## config.mk

```make
export PLATFORM = sky130hd
export DESIGN_NAME = wdog_ctrl
export DESIGN_NICKNAME = d
export VERILOG_FILES = /design/src/wdog_pkg.sv /design/src/wdog_counter.sv /design/src/wdog_ctrl.sv
export SDC_FILE = /design/constraint.sdc
export NUM_CORES = 1
export LEC_CHECK = 0
export BUFFER_PORTS_ARGS = -buffer_cell sky130_fd_sc_hd__buf_4
export CORE_ASPECT_RATIO = 0.7
export CORE_MARGIN = 10
export CORE_UTILIZATION = 60
export DETAILED_ROUTE_END_ITERATION = 16
export PLACE_DENSITY = 0.92
export SYNTH_ARGS = -nofsm -noshare
export SYNTH_HDL_FRONTEND = slang
export SYNTH_SLANG_ARGS = --single-unit
export TNS_END_PERCENT = 10
```

## constraint.sdc

```tcl
create_clock -name clk -period 11.15 [get_ports clk]
set_input_delay 2.23 -clock clk [delete_from_list [all_inputs] [get_ports clk]]
set_output_delay 2.23 -clock clk [all_outputs]
set_load 0.005 [all_outputs]
```

## src/wdog_pkg.sv

```systemverilog
/*
 * wdog_pkg: register map, field positions, reset values and encodings
 * shared by the watchdog control block and its time-out counter.
 * assumes byte addressing on a 32-bit avalon-mm bus, one register a word.
 */
package wdog_pkg;

   // ==========================================================
   // bus shape
   localparam int ADDR_W = 8;
   localparam int DATA_W = 32;

   // ==========================================================
   // register byte offsets
   localparam logic [ADDR_W-1:0] CTRL_OFS    = 8'h0c;
   localparam logic [ADDR_W-1:0] CLKCFG_OFS  = 8'h10;
   localparam logic [ADDR_W-1:0] SERVICE_OFS = 8'h14;
   localparam logic [ADDR_W-1:0] STATUS_OFS  = 8'h18;

   // ==========================================================
   // watchdog_control fields
   localparam int WIN_BIT   = 7;
   localparam int HALT_BIT  = 6;
   localparam int GUARD_BIT = 5;
   localparam int RATE_LSB  = 0;
   localparam int RATE_W    = 3;
   localparam logic [RATE_W-1:0] RATE_OFF = 3'h0;

   // ==========================================================
   // clock configuration fields and reset value
   localparam int SEL_LO_BIT = 0;
   localparam int SEL_HI_BIT = 1;
   localparam int PSE_BIT    = 2;
   localparam logic [2:0] CLKCFG_RST = 3'h0;

   // ==========================================================
   // service sequence and status fields
   localparam logic [7:0] SERVICE_ARM  = 8'h55;
   localparam logic [7:0] SERVICE_FIRE = 8'haa;
   localparam int ST_EN_BIT   = 0;
   localparam int ST_WIN_BIT  = 1;
   localparam int ST_ONCE_BIT = 2;
   localparam int ST_LOAD_BIT = 3;

   // ==========================================================
   // counter sizing
   localparam int CNT_W = 25;
   localparam logic [4:0] MAX_EXP = 5'h18;

   typedef enum logic [0:0] {
      LOAD_WAIT = 1'b0,
      LOAD_DONE = 1'b1
   } load_state_t;

endpackage

```

## src/wdog_counter.sv

```systemverilog
/*
 * wdog_counter: time-out counter of the watchdog, advanced by a
 * one-cycle tick of the selected watchdog clock.
 * assumes tick, run and restart come from logic on clk.
 */
`timescale 1ns/10ps
module wdog_counter
   import wdog_pkg::*;
(
   // clock and reset
   input  wire logic               clk,
   input  wire logic               rst,
   // control
   input  wire logic               tick,
   input  wire logic               run,
   input  wire logic               restart,
   input  wire logic [RATE_W-1:0]  rate_sel,
   input  wire logic               fast_clk,
   input  wire logic               force_max,
   // state
   output logic                    expired,
   output logic                    in_window
);

   logic [4:0]       exp_sel;
   logic [CNT_W-1:0] term;
   logic [CNT_W-1:0] count;

   // ==========================================================
   // period lookup: slow sources use the long table
   function automatic logic [4:0] period_exp(logic [2:0] r, logic fast);
      logic [4:0] e;
      e = 5'h00;
      unique case (r)
         3'h1: e = fast ? 5'h07 : 5'h0e;
         3'h2: e = fast ? 5'h09 : 5'h10;
         3'h3: e = fast ? 5'h0b : 5'h12;
         3'h4: e = fast ? 5'h0d : 5'h14;
         3'h5: e = fast ? 5'h0f : 5'h16;
         3'h6: e = fast ? 5'h10 : 5'h17;
         3'h7: e = fast ? 5'h11 : 5'h18;
         3'h0: e = 5'h00;
      endcase
      return e;
   endfunction

   assign exp_sel   = force_max ? MAX_EXP : period_exp(rate_sel, fast_clk);
   assign term      = CNT_W'(1) << exp_sel;
   // last quarter of the period is the service window
   assign in_window = count >= (term - (term >> 2));
   assign expired   = tick && run && (rate_sel != RATE_OFF) && (count == term - CNT_W'(1));

   // ==========================================================
   // counting
   always_ff @(posedge clk) begin
      if (rst || restart || (rate_sel == RATE_OFF)) begin
         count <= '0;
      end else if (tick && run) begin
         count <= expired ? '0 : count + CNT_W'(1);
      end
   end

endmodule // wdog_counter

```

## src/wdog_ctrl.sv

```systemverilog
/*
 * wdog_ctrl: watchdog control block with clock selection, stop-mode
 * gating, nonvolatile load, write protection and restart sources.
 * assumes an avalon-mm master on clk, clock ticks arriving on pins,
 * and an nvm loader on clk that strobes once after system reset.
 */
// The implementer's own choice: the Avalon-MM slave port.
`timescale 1ns/10ps
// Operation
// - counter clock is autonomous, internal rc or crystal, by two select bits
// - pseudo-stop keeps it running with lo set, hi clear, enable set; else halts
// - with clock-select-high set the counter runs in every stop mode
// - control register at 0x0c loads from nvm after reset release
// - debug-halt bit free in special mode; normal mode may only set it
// - special mode: window and rate bits writable any time unless guarded
// - normal mode: window and rate bits take one unguarded write only
// - writing rate 000 leaves the field but uses the single write
// - writing window 0 leaves the bit but uses the single write
// - non-zero rate loaded from nvm starts a time-out period
// - clock-select change or osc-good loss with lo-only selection restarts
// - normal mode restarts on counted rate or window write, or halt set
// - special mode: any control write restarts the period
// - non-zero rate enables counter; expiry resets unless serviced
// - write guard is write-only; guarded writes skip window, rate, once count
// - rate codes 1-7 give periods 2^14 to 2^24 (2^7 to 2^17 with clock-select-high set); zero disables
// - window mode outside special-mode debug without halt: service only in the last quarter, else reset
module wdog_ctrl
   import wdog_pkg::*;
(
   // clock and reset
   input  wire logic                          clk,
   input  wire logic                          rst,
   // avalon-mm slave
   input  wire logic [wdog_pkg::ADDR_W-1:0]   address,
   input  wire logic                          read,
   input  wire logic                          write,
   input  wire logic [wdog_pkg::DATA_W-1:0]   writedata,
   output logic      [wdog_pkg::DATA_W-1:0]   readdata,
   output logic                               waitrequest,
   // watchdog clock ticks, from pins
   input  wire logic                          autonomous_clock,
   input  wire logic                          internal_rc_clock,
   input  wire logic                          crystal_osc_clock,
   input  wire logic                          osc_good_flag,
   // chip modes, from logic on clk
   input  wire logic                          special_mode,
   input  wire logic                          stop_mode,
   input  wire logic                          pseudo_stop_select,
   input  wire logic                          background_debug,
   // nonvolatile load, from logic on clk
   input  wire logic                          nvm_valid,
   input  wire logic [7:0]                    nvm_data,
   // reset request
   output logic                               wdog_reset
);

   // ==========================================================
   // declarations
   logic [3:0]        sync1;
   logic [3:0]        sync2;
   logic [3:0]        sync3;
   logic              aclk_rise;
   logic              irc_rise;
   logic              osc_rise;
   logic              osc_lost;
   logic              aclk_half;
   logic              tick;
   logic              run;
   logic              window_mode;
   logic              halt_in_debug;
   logic [RATE_W-1:0] timeout_rate_sel;
   logic              written_once;
   logic              wdog_clk_sel_lo;
   logic              wdog_clk_sel_hi;
   logic              wdog_pseudo_stop_enable;
   logic              service_armed;
   load_state_t       load_state;
   logic              load_now;
   logic              wr_en;
   logic              ctrl_wr;
   logic              clk_wr;
   logic              svc_wr;
   logic              counted_wr;
   logic              halt_set;
   logic              restart_ctrl;
   logic              restart_clk;
   logic              restart_nvm;
   logic              service_ok;
   logic              service_bad;
   logic              restart;
   logic              enabled;
   logic              force_max;
   logic              expired;
   logic              in_window;
   logic [DATA_W-1:0] next_readdata;

   // ==========================================================
   // address decode, shared by read and write paths
   function automatic logic hit(logic [ADDR_W-1:0] a, logic [ADDR_W-1:0] ofs);
      return a == ofs;
   endfunction

   // ==========================================================
   // pin synchronisers: second stage feeds the edge detect
   generate
      for (genvar i = 0; i < 4; i++) begin : g_sync
         always_ff @(posedge clk) begin
            if (rst) begin
               sync1[i] <= 1'b0;
               sync2[i] <= 1'b0;
               sync3[i] <= 1'b0;
            end else begin
               sync1[i] <= i == 0 ? autonomous_clock :
                           i == 1 ? internal_rc_clock :
                           i == 2 ? crystal_osc_clock : osc_good_flag;
               sync2[i] <= sync1[i];
               sync3[i] <= sync2[i];
            end
         end
      end
   endgenerate

   assign aclk_rise = sync2[0] & ~sync3[0];
   assign irc_rise  = sync2[1] & ~sync3[1];
   assign osc_rise  = sync2[2] & ~sync3[2];
   assign osc_lost  = ~sync2[3] & sync3[3];

   // autonomous clock counts at half rate
   always_ff @(posedge clk) begin
      if (rst) begin
         aclk_half <= 1'b0;
      end else if (aclk_rise) begin
         aclk_half <= ~aclk_half;
      end
   end

   // ==========================================================
   // clock source and run gating
   always_comb begin
      if (wdog_clk_sel_hi) begin
         tick = aclk_rise & aclk_half;
      end else if (wdog_clk_sel_lo) begin
         tick = osc_rise;
      end else begin
         tick = irc_rise;
      end
   end

   // stop gating; halt in debug only when asked
   assign run = (~stop_mode
                 | wdog_clk_sel_hi
                 | (pseudo_stop_select & wdog_clk_sel_lo & wdog_pseudo_stop_enable))
                & ~(halt_in_debug & background_debug);

   assign enabled   = timeout_rate_sel != RATE_OFF;
   // debug in special mode without halt runs the longest plain period
   assign force_max = enabled & background_debug & ~halt_in_debug & special_mode;

   // ==========================================================
   // avalon handshake: one wait cycle, then the access completes
   always_ff @(posedge clk) begin
      if (rst) begin
         waitrequest <= 1'b1;
      end else begin
         waitrequest <= ~((read | write) & waitrequest);
      end
   end

   assign wr_en   = write & ~waitrequest;
   assign ctrl_wr = wr_en & hit(address, CTRL_OFS);
   assign clk_wr  = wr_en & hit(address, CLKCFG_OFS);
   assign svc_wr  = wr_en & hit(address, SERVICE_OFS);

   // ==========================================================
   // read mux; write guard never reads back
   always_comb begin
      next_readdata = '0;
      if (hit(address, CTRL_OFS)) begin
         next_readdata[WIN_BIT]  = window_mode;
         next_readdata[HALT_BIT] = halt_in_debug;
         next_readdata[RATE_LSB +: RATE_W] = timeout_rate_sel;
      end else if (hit(address, CLKCFG_OFS)) begin
         next_readdata[SEL_LO_BIT] = wdog_clk_sel_lo;
         next_readdata[SEL_HI_BIT] = wdog_clk_sel_hi;
         next_readdata[PSE_BIT]    = wdog_pseudo_stop_enable;
      end else if (hit(address, STATUS_OFS)) begin
         next_readdata[ST_EN_BIT]   = enabled;
         next_readdata[ST_WIN_BIT]  = in_window;
         next_readdata[ST_ONCE_BIT] = written_once;
         next_readdata[ST_LOAD_BIT] = load_state == LOAD_DONE;
      end
   end

   // data is captured as waitrequest drops and holds to the next read
   always_ff @(posedge clk) begin
      if (rst) begin
         readdata <= '0;
      end else if (read & waitrequest) begin
         readdata <= next_readdata;
      end
   end

   // ==========================================================
   // nonvolatile load after reset release
   always_ff @(posedge clk) begin
      if (rst) begin
         load_state <= LOAD_WAIT;
      end else begin
         unique case (load_state)
            LOAD_WAIT: if (nvm_valid) begin
               load_state <= LOAD_DONE;
            end
            LOAD_DONE: load_state <= LOAD_DONE;
         endcase
      end
   end

   assign load_now = (load_state == LOAD_WAIT) & nvm_valid;

   // ==========================================================
   // write classification
   // a counted write is an unguarded first write in normal mode
   assign counted_wr = ctrl_wr & ~special_mode & ~writedata[GUARD_BIT] & ~written_once;
   assign halt_set   = ctrl_wr & writedata[HALT_BIT] & ~halt_in_debug;

   assign restart_ctrl = (ctrl_wr & special_mode)
                         | counted_wr
                         | (halt_set & ~special_mode);

   assign restart_clk = (clk_wr & ((writedata[SEL_LO_BIT] != wdog_clk_sel_lo)
                                   | (writedata[SEL_HI_BIT] != wdog_clk_sel_hi)))
                        | (osc_lost & ~wdog_clk_sel_hi & wdog_clk_sel_lo);

   assign restart_nvm = load_now & (nvm_data[RATE_LSB +: RATE_W] != RATE_OFF);

   assign restart = restart_ctrl | restart_clk | restart_nvm | service_ok;

   // ==========================================================
   // window and rate fields
   always_ff @(posedge clk) begin
      if (rst) begin
         window_mode      <= 1'b0;
         timeout_rate_sel <= RATE_OFF;
      end else if (load_now) begin
         window_mode      <= nvm_data[WIN_BIT];
         timeout_rate_sel <= nvm_data[RATE_LSB +: RATE_W];
      end else if (ctrl_wr & special_mode & ~writedata[GUARD_BIT]) begin
         window_mode      <= writedata[WIN_BIT];
         timeout_rate_sel <= writedata[RATE_LSB +: RATE_W];
      end else if (counted_wr) begin
         if (writedata[WIN_BIT]) begin
            window_mode <= 1'b1;
         end
         if (writedata[RATE_LSB +: RATE_W] != RATE_OFF) begin
            timeout_rate_sel <= writedata[RATE_LSB +: RATE_W];
         end
      end
   end

   // guarded writes never use up the single write
   always_ff @(posedge clk) begin
      if (rst) begin
         written_once <= 1'b0;
      end else if (counted_wr) begin
         written_once <= 1'b1;
      end
   end

   // ==========================================================
   // debug-halt bit
   always_ff @(posedge clk) begin
      if (rst) begin
         halt_in_debug <= 1'b0;
      end else if (load_now) begin
         halt_in_debug <= nvm_data[HALT_BIT];
      end else if (ctrl_wr & special_mode) begin
         halt_in_debug <= writedata[HALT_BIT];
      end else if (halt_set) begin
         halt_in_debug <= 1'b1;
      end
   end

   // ==========================================================
   // clock configuration
   always_ff @(posedge clk) begin
      if (rst) begin
         wdog_clk_sel_lo         <= CLKCFG_RST[SEL_LO_BIT];
         wdog_clk_sel_hi         <= CLKCFG_RST[SEL_HI_BIT];
         wdog_pseudo_stop_enable <= CLKCFG_RST[PSE_BIT];
      end else if (clk_wr) begin
         wdog_clk_sel_lo         <= writedata[SEL_LO_BIT];
         wdog_clk_sel_hi         <= writedata[SEL_HI_BIT];
         wdog_pseudo_stop_enable <= writedata[PSE_BIT];
      end
   end

   // ==========================================================
   // service sequence; ignored while the watchdog is off
   always_comb begin
      service_ok  = 1'b0;
      service_bad = 1'b0;
      if (svc_wr & enabled) begin
         if (window_mode & ~force_max & ~in_window) begin
            service_bad = 1'b1;
         end else if (writedata[7:0] == SERVICE_FIRE && service_armed) begin
            service_ok = 1'b1;
         end else if (writedata[7:0] != SERVICE_ARM) begin
            service_bad = 1'b1;
         end
      end
   end

   always_ff @(posedge clk) begin
      if (rst || restart_ctrl || restart_clk || restart_nvm) begin
         service_armed <= 1'b0;
      end else if (svc_wr & enabled & ~service_bad) begin
         service_armed <= writedata[7:0] == SERVICE_ARM;
      end
   end

   // ==========================================================
   // time-out counter
   wdog_counter u_counter (
      .clk       (clk),
      .rst       (rst),
      .tick      (tick),
      .run       (run),
      .restart   (restart),
      .rate_sel  (timeout_rate_sel),
      .fast_clk  (wdog_clk_sel_hi),
      .force_max (force_max),
      .expired   (expired),
      .in_window (in_window)
   );

   // held until the system reset that it requests
   always_ff @(posedge clk) begin
      if (rst) begin
         wdog_reset <= 1'b0;
      end else if (expired | service_bad) begin
         wdog_reset <= 1'b1;
      end
   end

endmodule // wdog_ctrl

```

== Word level (Yosys, flattened, before mapping) ==
Index checks and enable logic that the tools add are counted.
W data, S select, Z words.

* Register bits: 57
* Input port bits: 61
* Output and inout bits: 34
* Word-level logic and storage cells: 169

* Add/sub/neg operators: 3
* Magnitude comparators: 1
* Eq/ne operators: 17
* Shift operators: 1
* Multiplexer cells: 38
* Bitwise gates (word level): 64
* Reduce and logical (&&, ||, !) cells: 19

{| class="wikitable"
|+ Operators by type and width
! cell !! number
|-
| $pmux W5 S8 || 1
|-
| $and A1 B1 Y1 || 35
|-
| $add A25 B1 Y25 const B || 1
|-
| $eq A25 B25 Y1 || 1
|-
| $ge A25 B25 Y1 || 1
|-
| $mux W25 || 1
|-
| $mux W5 || 5
|-
| $shl A1 B5 Y25 const A || 1
|-
| $sub A25 B1 Y25 const B || 1
|-
| $sub A25 B23 Y25 || 1
|-
| $eq A8 B5 Y1 const B || 3
|-
| $mux W3 || 7
|-
| $reduce_bool A3 Y1 || 7
|-
| $mux W1 || 19
|-
| $not A1 Y1 || 18
|-
| $eq A3 B3 Y1 const B || 4
|-
| $mux W4 || 3
|-
| $or A1 B1 Y1 || 11
|-
| $eq A8 B4 Y1 const B || 1
|-
| $eq A8 B7 Y1 const B || 1
|-
| $eq A8 B8 Y1 const B || 1
|-
| $ne A8 B7 Y1 const B || 1
|-
| $eq A3 B2 Y1 const B || 2
|-
| $logic_or A1 B1 Y1 || 5
|-
| 7 further kinds || 12
|}

== Longest topological paths before layout ==
* Depth after elaboration: 15
* Depth in mapped cells: 25

== By module ==
From an unflattened synthesis, not the netlist that was laid out.

* Cells, all modules: 668
* Area total of the unflattened synthesis: 5327.6 µm²

{| class="wikitable"
|+ Modules (own cells, without submodules)
! module !! times used !! cells an instance !! area an instance (µm²) !! seq. area each (µm²)
|-
| wdog_counter || 1 || 478 || 3626.0 || 500.5
|-
| wdog_ctrl || 1 || 190 || 1701.6 || 640.6
|}

== Least setup slack after synthesis ==
Ideal clock, no wire load.

* Kind: input-to-reg
* Start point: input special_mode
* End point: register u_counter.count[23]
* Library setup time: 0.064 ns
* Arrival time: 6.312 ns
* Required time: 11.086 ns
* Slack: 4.774 ns
* Cell stages on the path: 23
* Cells stage by stage: and3b_1 clkbuf_1 buf_2 nor2_1 nand2_1 ha_1 and3_1 and3_1 a21oi_1 o311ai_0 a31oi_1 o21bai_1 xnor2_1 ha_1 a21oi_1 o21ai_0 a2111oi_0 o211ai_1 a2bb2oi_1 a311oi_1 nand4bb_2 buf_6 nor2_1

* Cells in the longest elaborated chain, start to end: 12
* Elaborated cells on any way between the ends: 28
* Classes of those cells: add/sub (2); order compare (1); eq/ne (1); shift (1); mux (4); bitwise (16); reduce/logical (3)

{| class="wikitable"
|+ Ends and longest elaborated chain
! element !! RTL line !! source
|-
| start: declaration || wdog_ctrl.sv:46 || <nowiki>input wire logic special_mode,</nowiki>
|-
| $and A1 B1 Y1 || wdog_ctrl.sv:157 || <nowiki>assign force_max = enabled & background_debug & ~halt_in_debug & special_mode;</nowiki>
|-
| $mux W5 || wdog_counter.sv:47 || <nowiki>assign exp_sel = force_max ? MAX_EXP : period_exp(rate_sel, fast_clk);</nowiki>
|-
| $shl A1 B5 Y25 || wdog_counter.sv:48 || <nowiki>assign term = CNT_W'(1) << exp_sel;</nowiki>
|-
| $sub A25 B23 Y25 || wdog_counter.sv:50 || <nowiki>assign in_window = count >= (term - (term >> 2));</nowiki>
|-
| $ge A25 B25 Y1 || wdog_counter.sv:50 ||
|-
| $not A1 Y1 || wdog_ctrl.sv:303 || <nowiki>if (window_mode & ~force_max & ~in_window) begin</nowiki>
|-
| $and A1 B1 Y1 || wdog_ctrl.sv:303 ||
|-
| $mux W1 || wdog_ctrl.sv:303 ||
|-
| $mux W1 || wdog_ctrl.sv:302 || <nowiki>if (svc_wr & enabled) begin</nowiki>
|-
| $or A1 B1 Y1 || wdog_ctrl.sv:236 || <nowiki>assign restart = restart_ctrl | restart_clk | restart_nvm | service_ok;</nowiki>
|-
| $logic_or A1 B1 Y1 (2 in a row) || wdog_counter.sv:56 || <nowiki>if (rst || restart || (rate_sel == RATE_OFF)) begin</nowiki>
|-
| end signal: assignment || wdog_counter.sv:59 || <nowiki>count <= expired ? '0 : count + CNT_W'(1);</nowiki>
|-
| end: declaration || wdog_counter.sv:27 || <nowiki>logic [CNT_W-1:0] count;</nowiki>
|}

Several ways; a longest one is shown, not always the timed one.
A chain may end at the register's enable or synchronous reset.

== Worst setup path in the final report ==
* Start point: input special_mode
* End point: register u_counter.count[9]

Same word-level chain as after synthesis.

==> results.json <==
{
  "setup_slack_ps": 3256,
  "wire_per_inst_um": 17.67,
  "r2r_slack_ps": 4630,
  "routed_wl_um": 15270,
  "grtUsageTotal_pct": 22.61,
  "synth_async_sr_flop_share_pct": 0,
  "die_area_mm2": 0.01309,
  "die_w_um": 132.5,
  "core_area_mm2": 0.008548,
  "place_ws_ps": 3039,
  "post-dp-hpwl_um": 11480,
  "fin_hold_ws_ps": 433.5,
  "tightest_slew_ps": 777.7,
  "synth_area_leaders": "dfxtp_1, ha_1, nor2_1, xnor2_1, xor2_1",
  "cts_root_buffer": "clkbuf_16",
  "postCtsResizedCells": 0,
  "synth_cell_types": 79,
  "critPathCaptureType": "flip-flop",
  "drt-vias-per-instance": 6.171,
  "dr.pass1.iters": 5,
  "clk_path_buf_depth": 2,
  "yosysTopAreaCellShare_pct": 21.45,
  "hold_viol": 0,
  "maxCapViolations": 0,
  "start_kind": "input port",
  "yosysSeqAreaShare_pct": 21.45,
  "drive_gt1_share_pct": 9.409,
  "port_buffers": 41,
  "skew_ps": 7.901,
  "top_layer": "met4",
  "wl_met2_um": 7112,
  "critPathKind": "in -> reg",
  "grt-ovfl-total": 0,
  "hold_buffers": 0,
  "cp_data_arrival_time_ps": 8150,
  "power.density_mw_per_mm2": 110.1,
  "fillCellCount": 666,
  "synthCells": 689,
  "timing.fmax_mhz": 126.7,
  "drc_errors": 0,
  "syn_avg_cell_area_um2": 7.720,
  "ys.flop_type": "dfxtp_1",
  "finalCoreUtilization_pct": 69.77,
  "antenna_found_initial": 0,
  "relSlewSlack_pct": 48.08,
  "tns_ps": 0,
  "period_needed_ps": 7894,
  "yosysMostFrequentCell": "nor2_1",
  "clk_pin_slew_ps": 60,
  "drtAntennaViolNets": 0,
  "fp.dieH_um": 98.78,
  "synth_common_cells": "nor2_1, dfxtp_1, nand2_1",
  "setup_viol": 0,
  "syn_area_mm2": 0.005319,
  "cts_tree": "done",
  "clkSinkCount": 57,
  "insertedDiodeCount": 0,
  "synth_top_area_cell": "dfxtp_1",
  "vias": 5332,
  "peakVddDrop_mv": 0.07416,
  "slowest_stage": "nand4bb_2",
  "syn2layout_area_growth_pct": 12.14,
  "required_ps": 11400,
  "start_util_pct": 62.22,
  "grt_max_degree": 32,
  "critical-path-max-stage-delay_ps": 760,
  "synth_edf_count": 0,
  "yosys_warnings": 0,
  "drtIter0Drc": 687,
  "row_count": 28,
  "gp_congestion": 0.9204,
  "grt_pass1_wl_um": 24980,
  "clk-insertion-delay-late_ps": 340,
  "crit_fanout": 23,
  "cts-htree-levels": 3,
  "status": "completed",
  "ys_ff_latch": 57,
  "route.met3.wl_um": 1545,
  "grt_pass1_vias": 5113,
  "wl_met1_um": 6314,
  "path_cells": "buf_4 -> and3b_1 -> nor2_1 -> nand2_1 -> inv_1 -> ha_1 -> and3_1 -> and3_1 -> a21oi_1 -> o311ai_0 -> a31oi_1 -> o21bai_1 -> xnor2_1 -> ha_1 -> a21oi_1 -> o21ai_0 -> a2111oi_0 -> o211ai_1 -> a2bb2oi_1 -> a311oi_1 -> nand4bb_2 -> nor2_1",
  "drv_slew": 0,
  "rsz0062_at_grt": "false",
  "pin_count": 95,
  "hold_path.class": "reg -> reg",
  "post_cts_buffers": 0,
  "min_period_over_period_pct": 70.80,
  "p_leak_nw": 2.545,
  "nets": 851,
  "cts_inserted_buffers": 9
}
==> logic make-up after synthesis <==
logic type | after synthesis | share of synthesized area (%)
xor gates and xnor gates | 54 | 9.151
AOI/OAI and AO/OA | 149 | 19.50
buffers and inverters | 86 | 8.304
adders and majority gates | 51 | 12.14
DFF | 57 | 21.45
muxes | 9 | 1.694
and+or+nand+nor | 281 | 27.62
other | 2 | 0.1412
==> layout by cell type (no fill, tap or decap), types with 5 or more instances in the layout <==
cell type	instances
nand2_1	56
xor2_1	26
a211oi_1	8
o31ai_1	5
a21oi_1	38
o21a_1	9
inv_1	34
a21o_1	5
nand3_1	30
nor2b_1	22
and3_1	11
o211ai_1	8
clkbuf_16	9
o21ai_0	22
nor3_1	17
and2_1	10
or3_1	5
nand4_1	17
a21boi_0	5
mux2i_1	9
nand2b_1	10
conb_1	50
a31oi_1	6
dfxtp_1	57
buf_4	42
xnor2_1	27
ha_1	50
nor2_1	68
==> layer usage <==
layer | vias to the layer above | track usage [%]
met5 | - | 0
met4 | 0 | 6.408
met1 | 2483 | 28.61
met2 | 302 | 37.72
met3 | 43 | 5.223
li1 | 2504 | -
==> registers in the layout (all words and copies together) (netlist names) <==
signal / count
aclk_half: 1
halt_in_debug: 1
load_state: 1
readdata: 6
service_armed: 1
sync1: 4
sync2: 4
sync3: 4
timeout_rate_sel: 3
u_counter.count: 25
waitrequest: 1
wdog_clk_sel_hi: 1
wdog_clk_sel_lo: 1
wdog_pseudo_stop_enable: 1
wdog_reset: 1
window_mode: 1
written_once: 1
==> where the power goes <==
group | internal (mW) | total, mW | switching (mW)
clock network | 0.177 | 0.287 | 0.110
registers | 0.208 | 0.214 | 0.00551
logic | 0.0666 | 0.156 | 0.0896
total | 0.452 | 0.657 | 0.205
==> final timing paths <==
check,start,endpoint,depth (start not counted)
setup reg to reg,wdog_clk_sel_hi,u_counter.count[9],20
setup / recovery,special_mode,u_counter.count[9],22
hold reg to reg,sync1[2],sync2[2],1
hold / removal,sync1[2],sync2[2],1
==> area by class of cell <==
type                    instances  area (um^2)  area share, %
repair buffers                 42        315.3          5.286
clock buffers                   9        225.2          3.776
multi-input cells             594         3916          65.66
flip-flops and latches         57         1141          19.13
inverters                      35        131.4          2.203
clock inverters                 7        85.08          1.426
well taps                     120        150.1          2.517
==> per-stage QoR <==
step	std cells	total power [mW]	instance area (um^2)
floorplan	737	0.3351	5499
global placement	848	0.3576	5654
detailed placement	848	0.3647	5654
CTS	864	0.6495	5964
global route	864	0.6853	5964
finish	864	0.6568	5964
==> worst max-delay path: cells and delay by family <==
family | cells | cell delay [ps]
buffers and inverters | 2 | 180
AOI/OAI and AO/OA | 10 | 2660
xor gates and xnor gates | 1 | 140
and+or+nand+nor | 7 | 2340
adders and majority gates | 2 | 610
(Power assumes the default switching activity.)
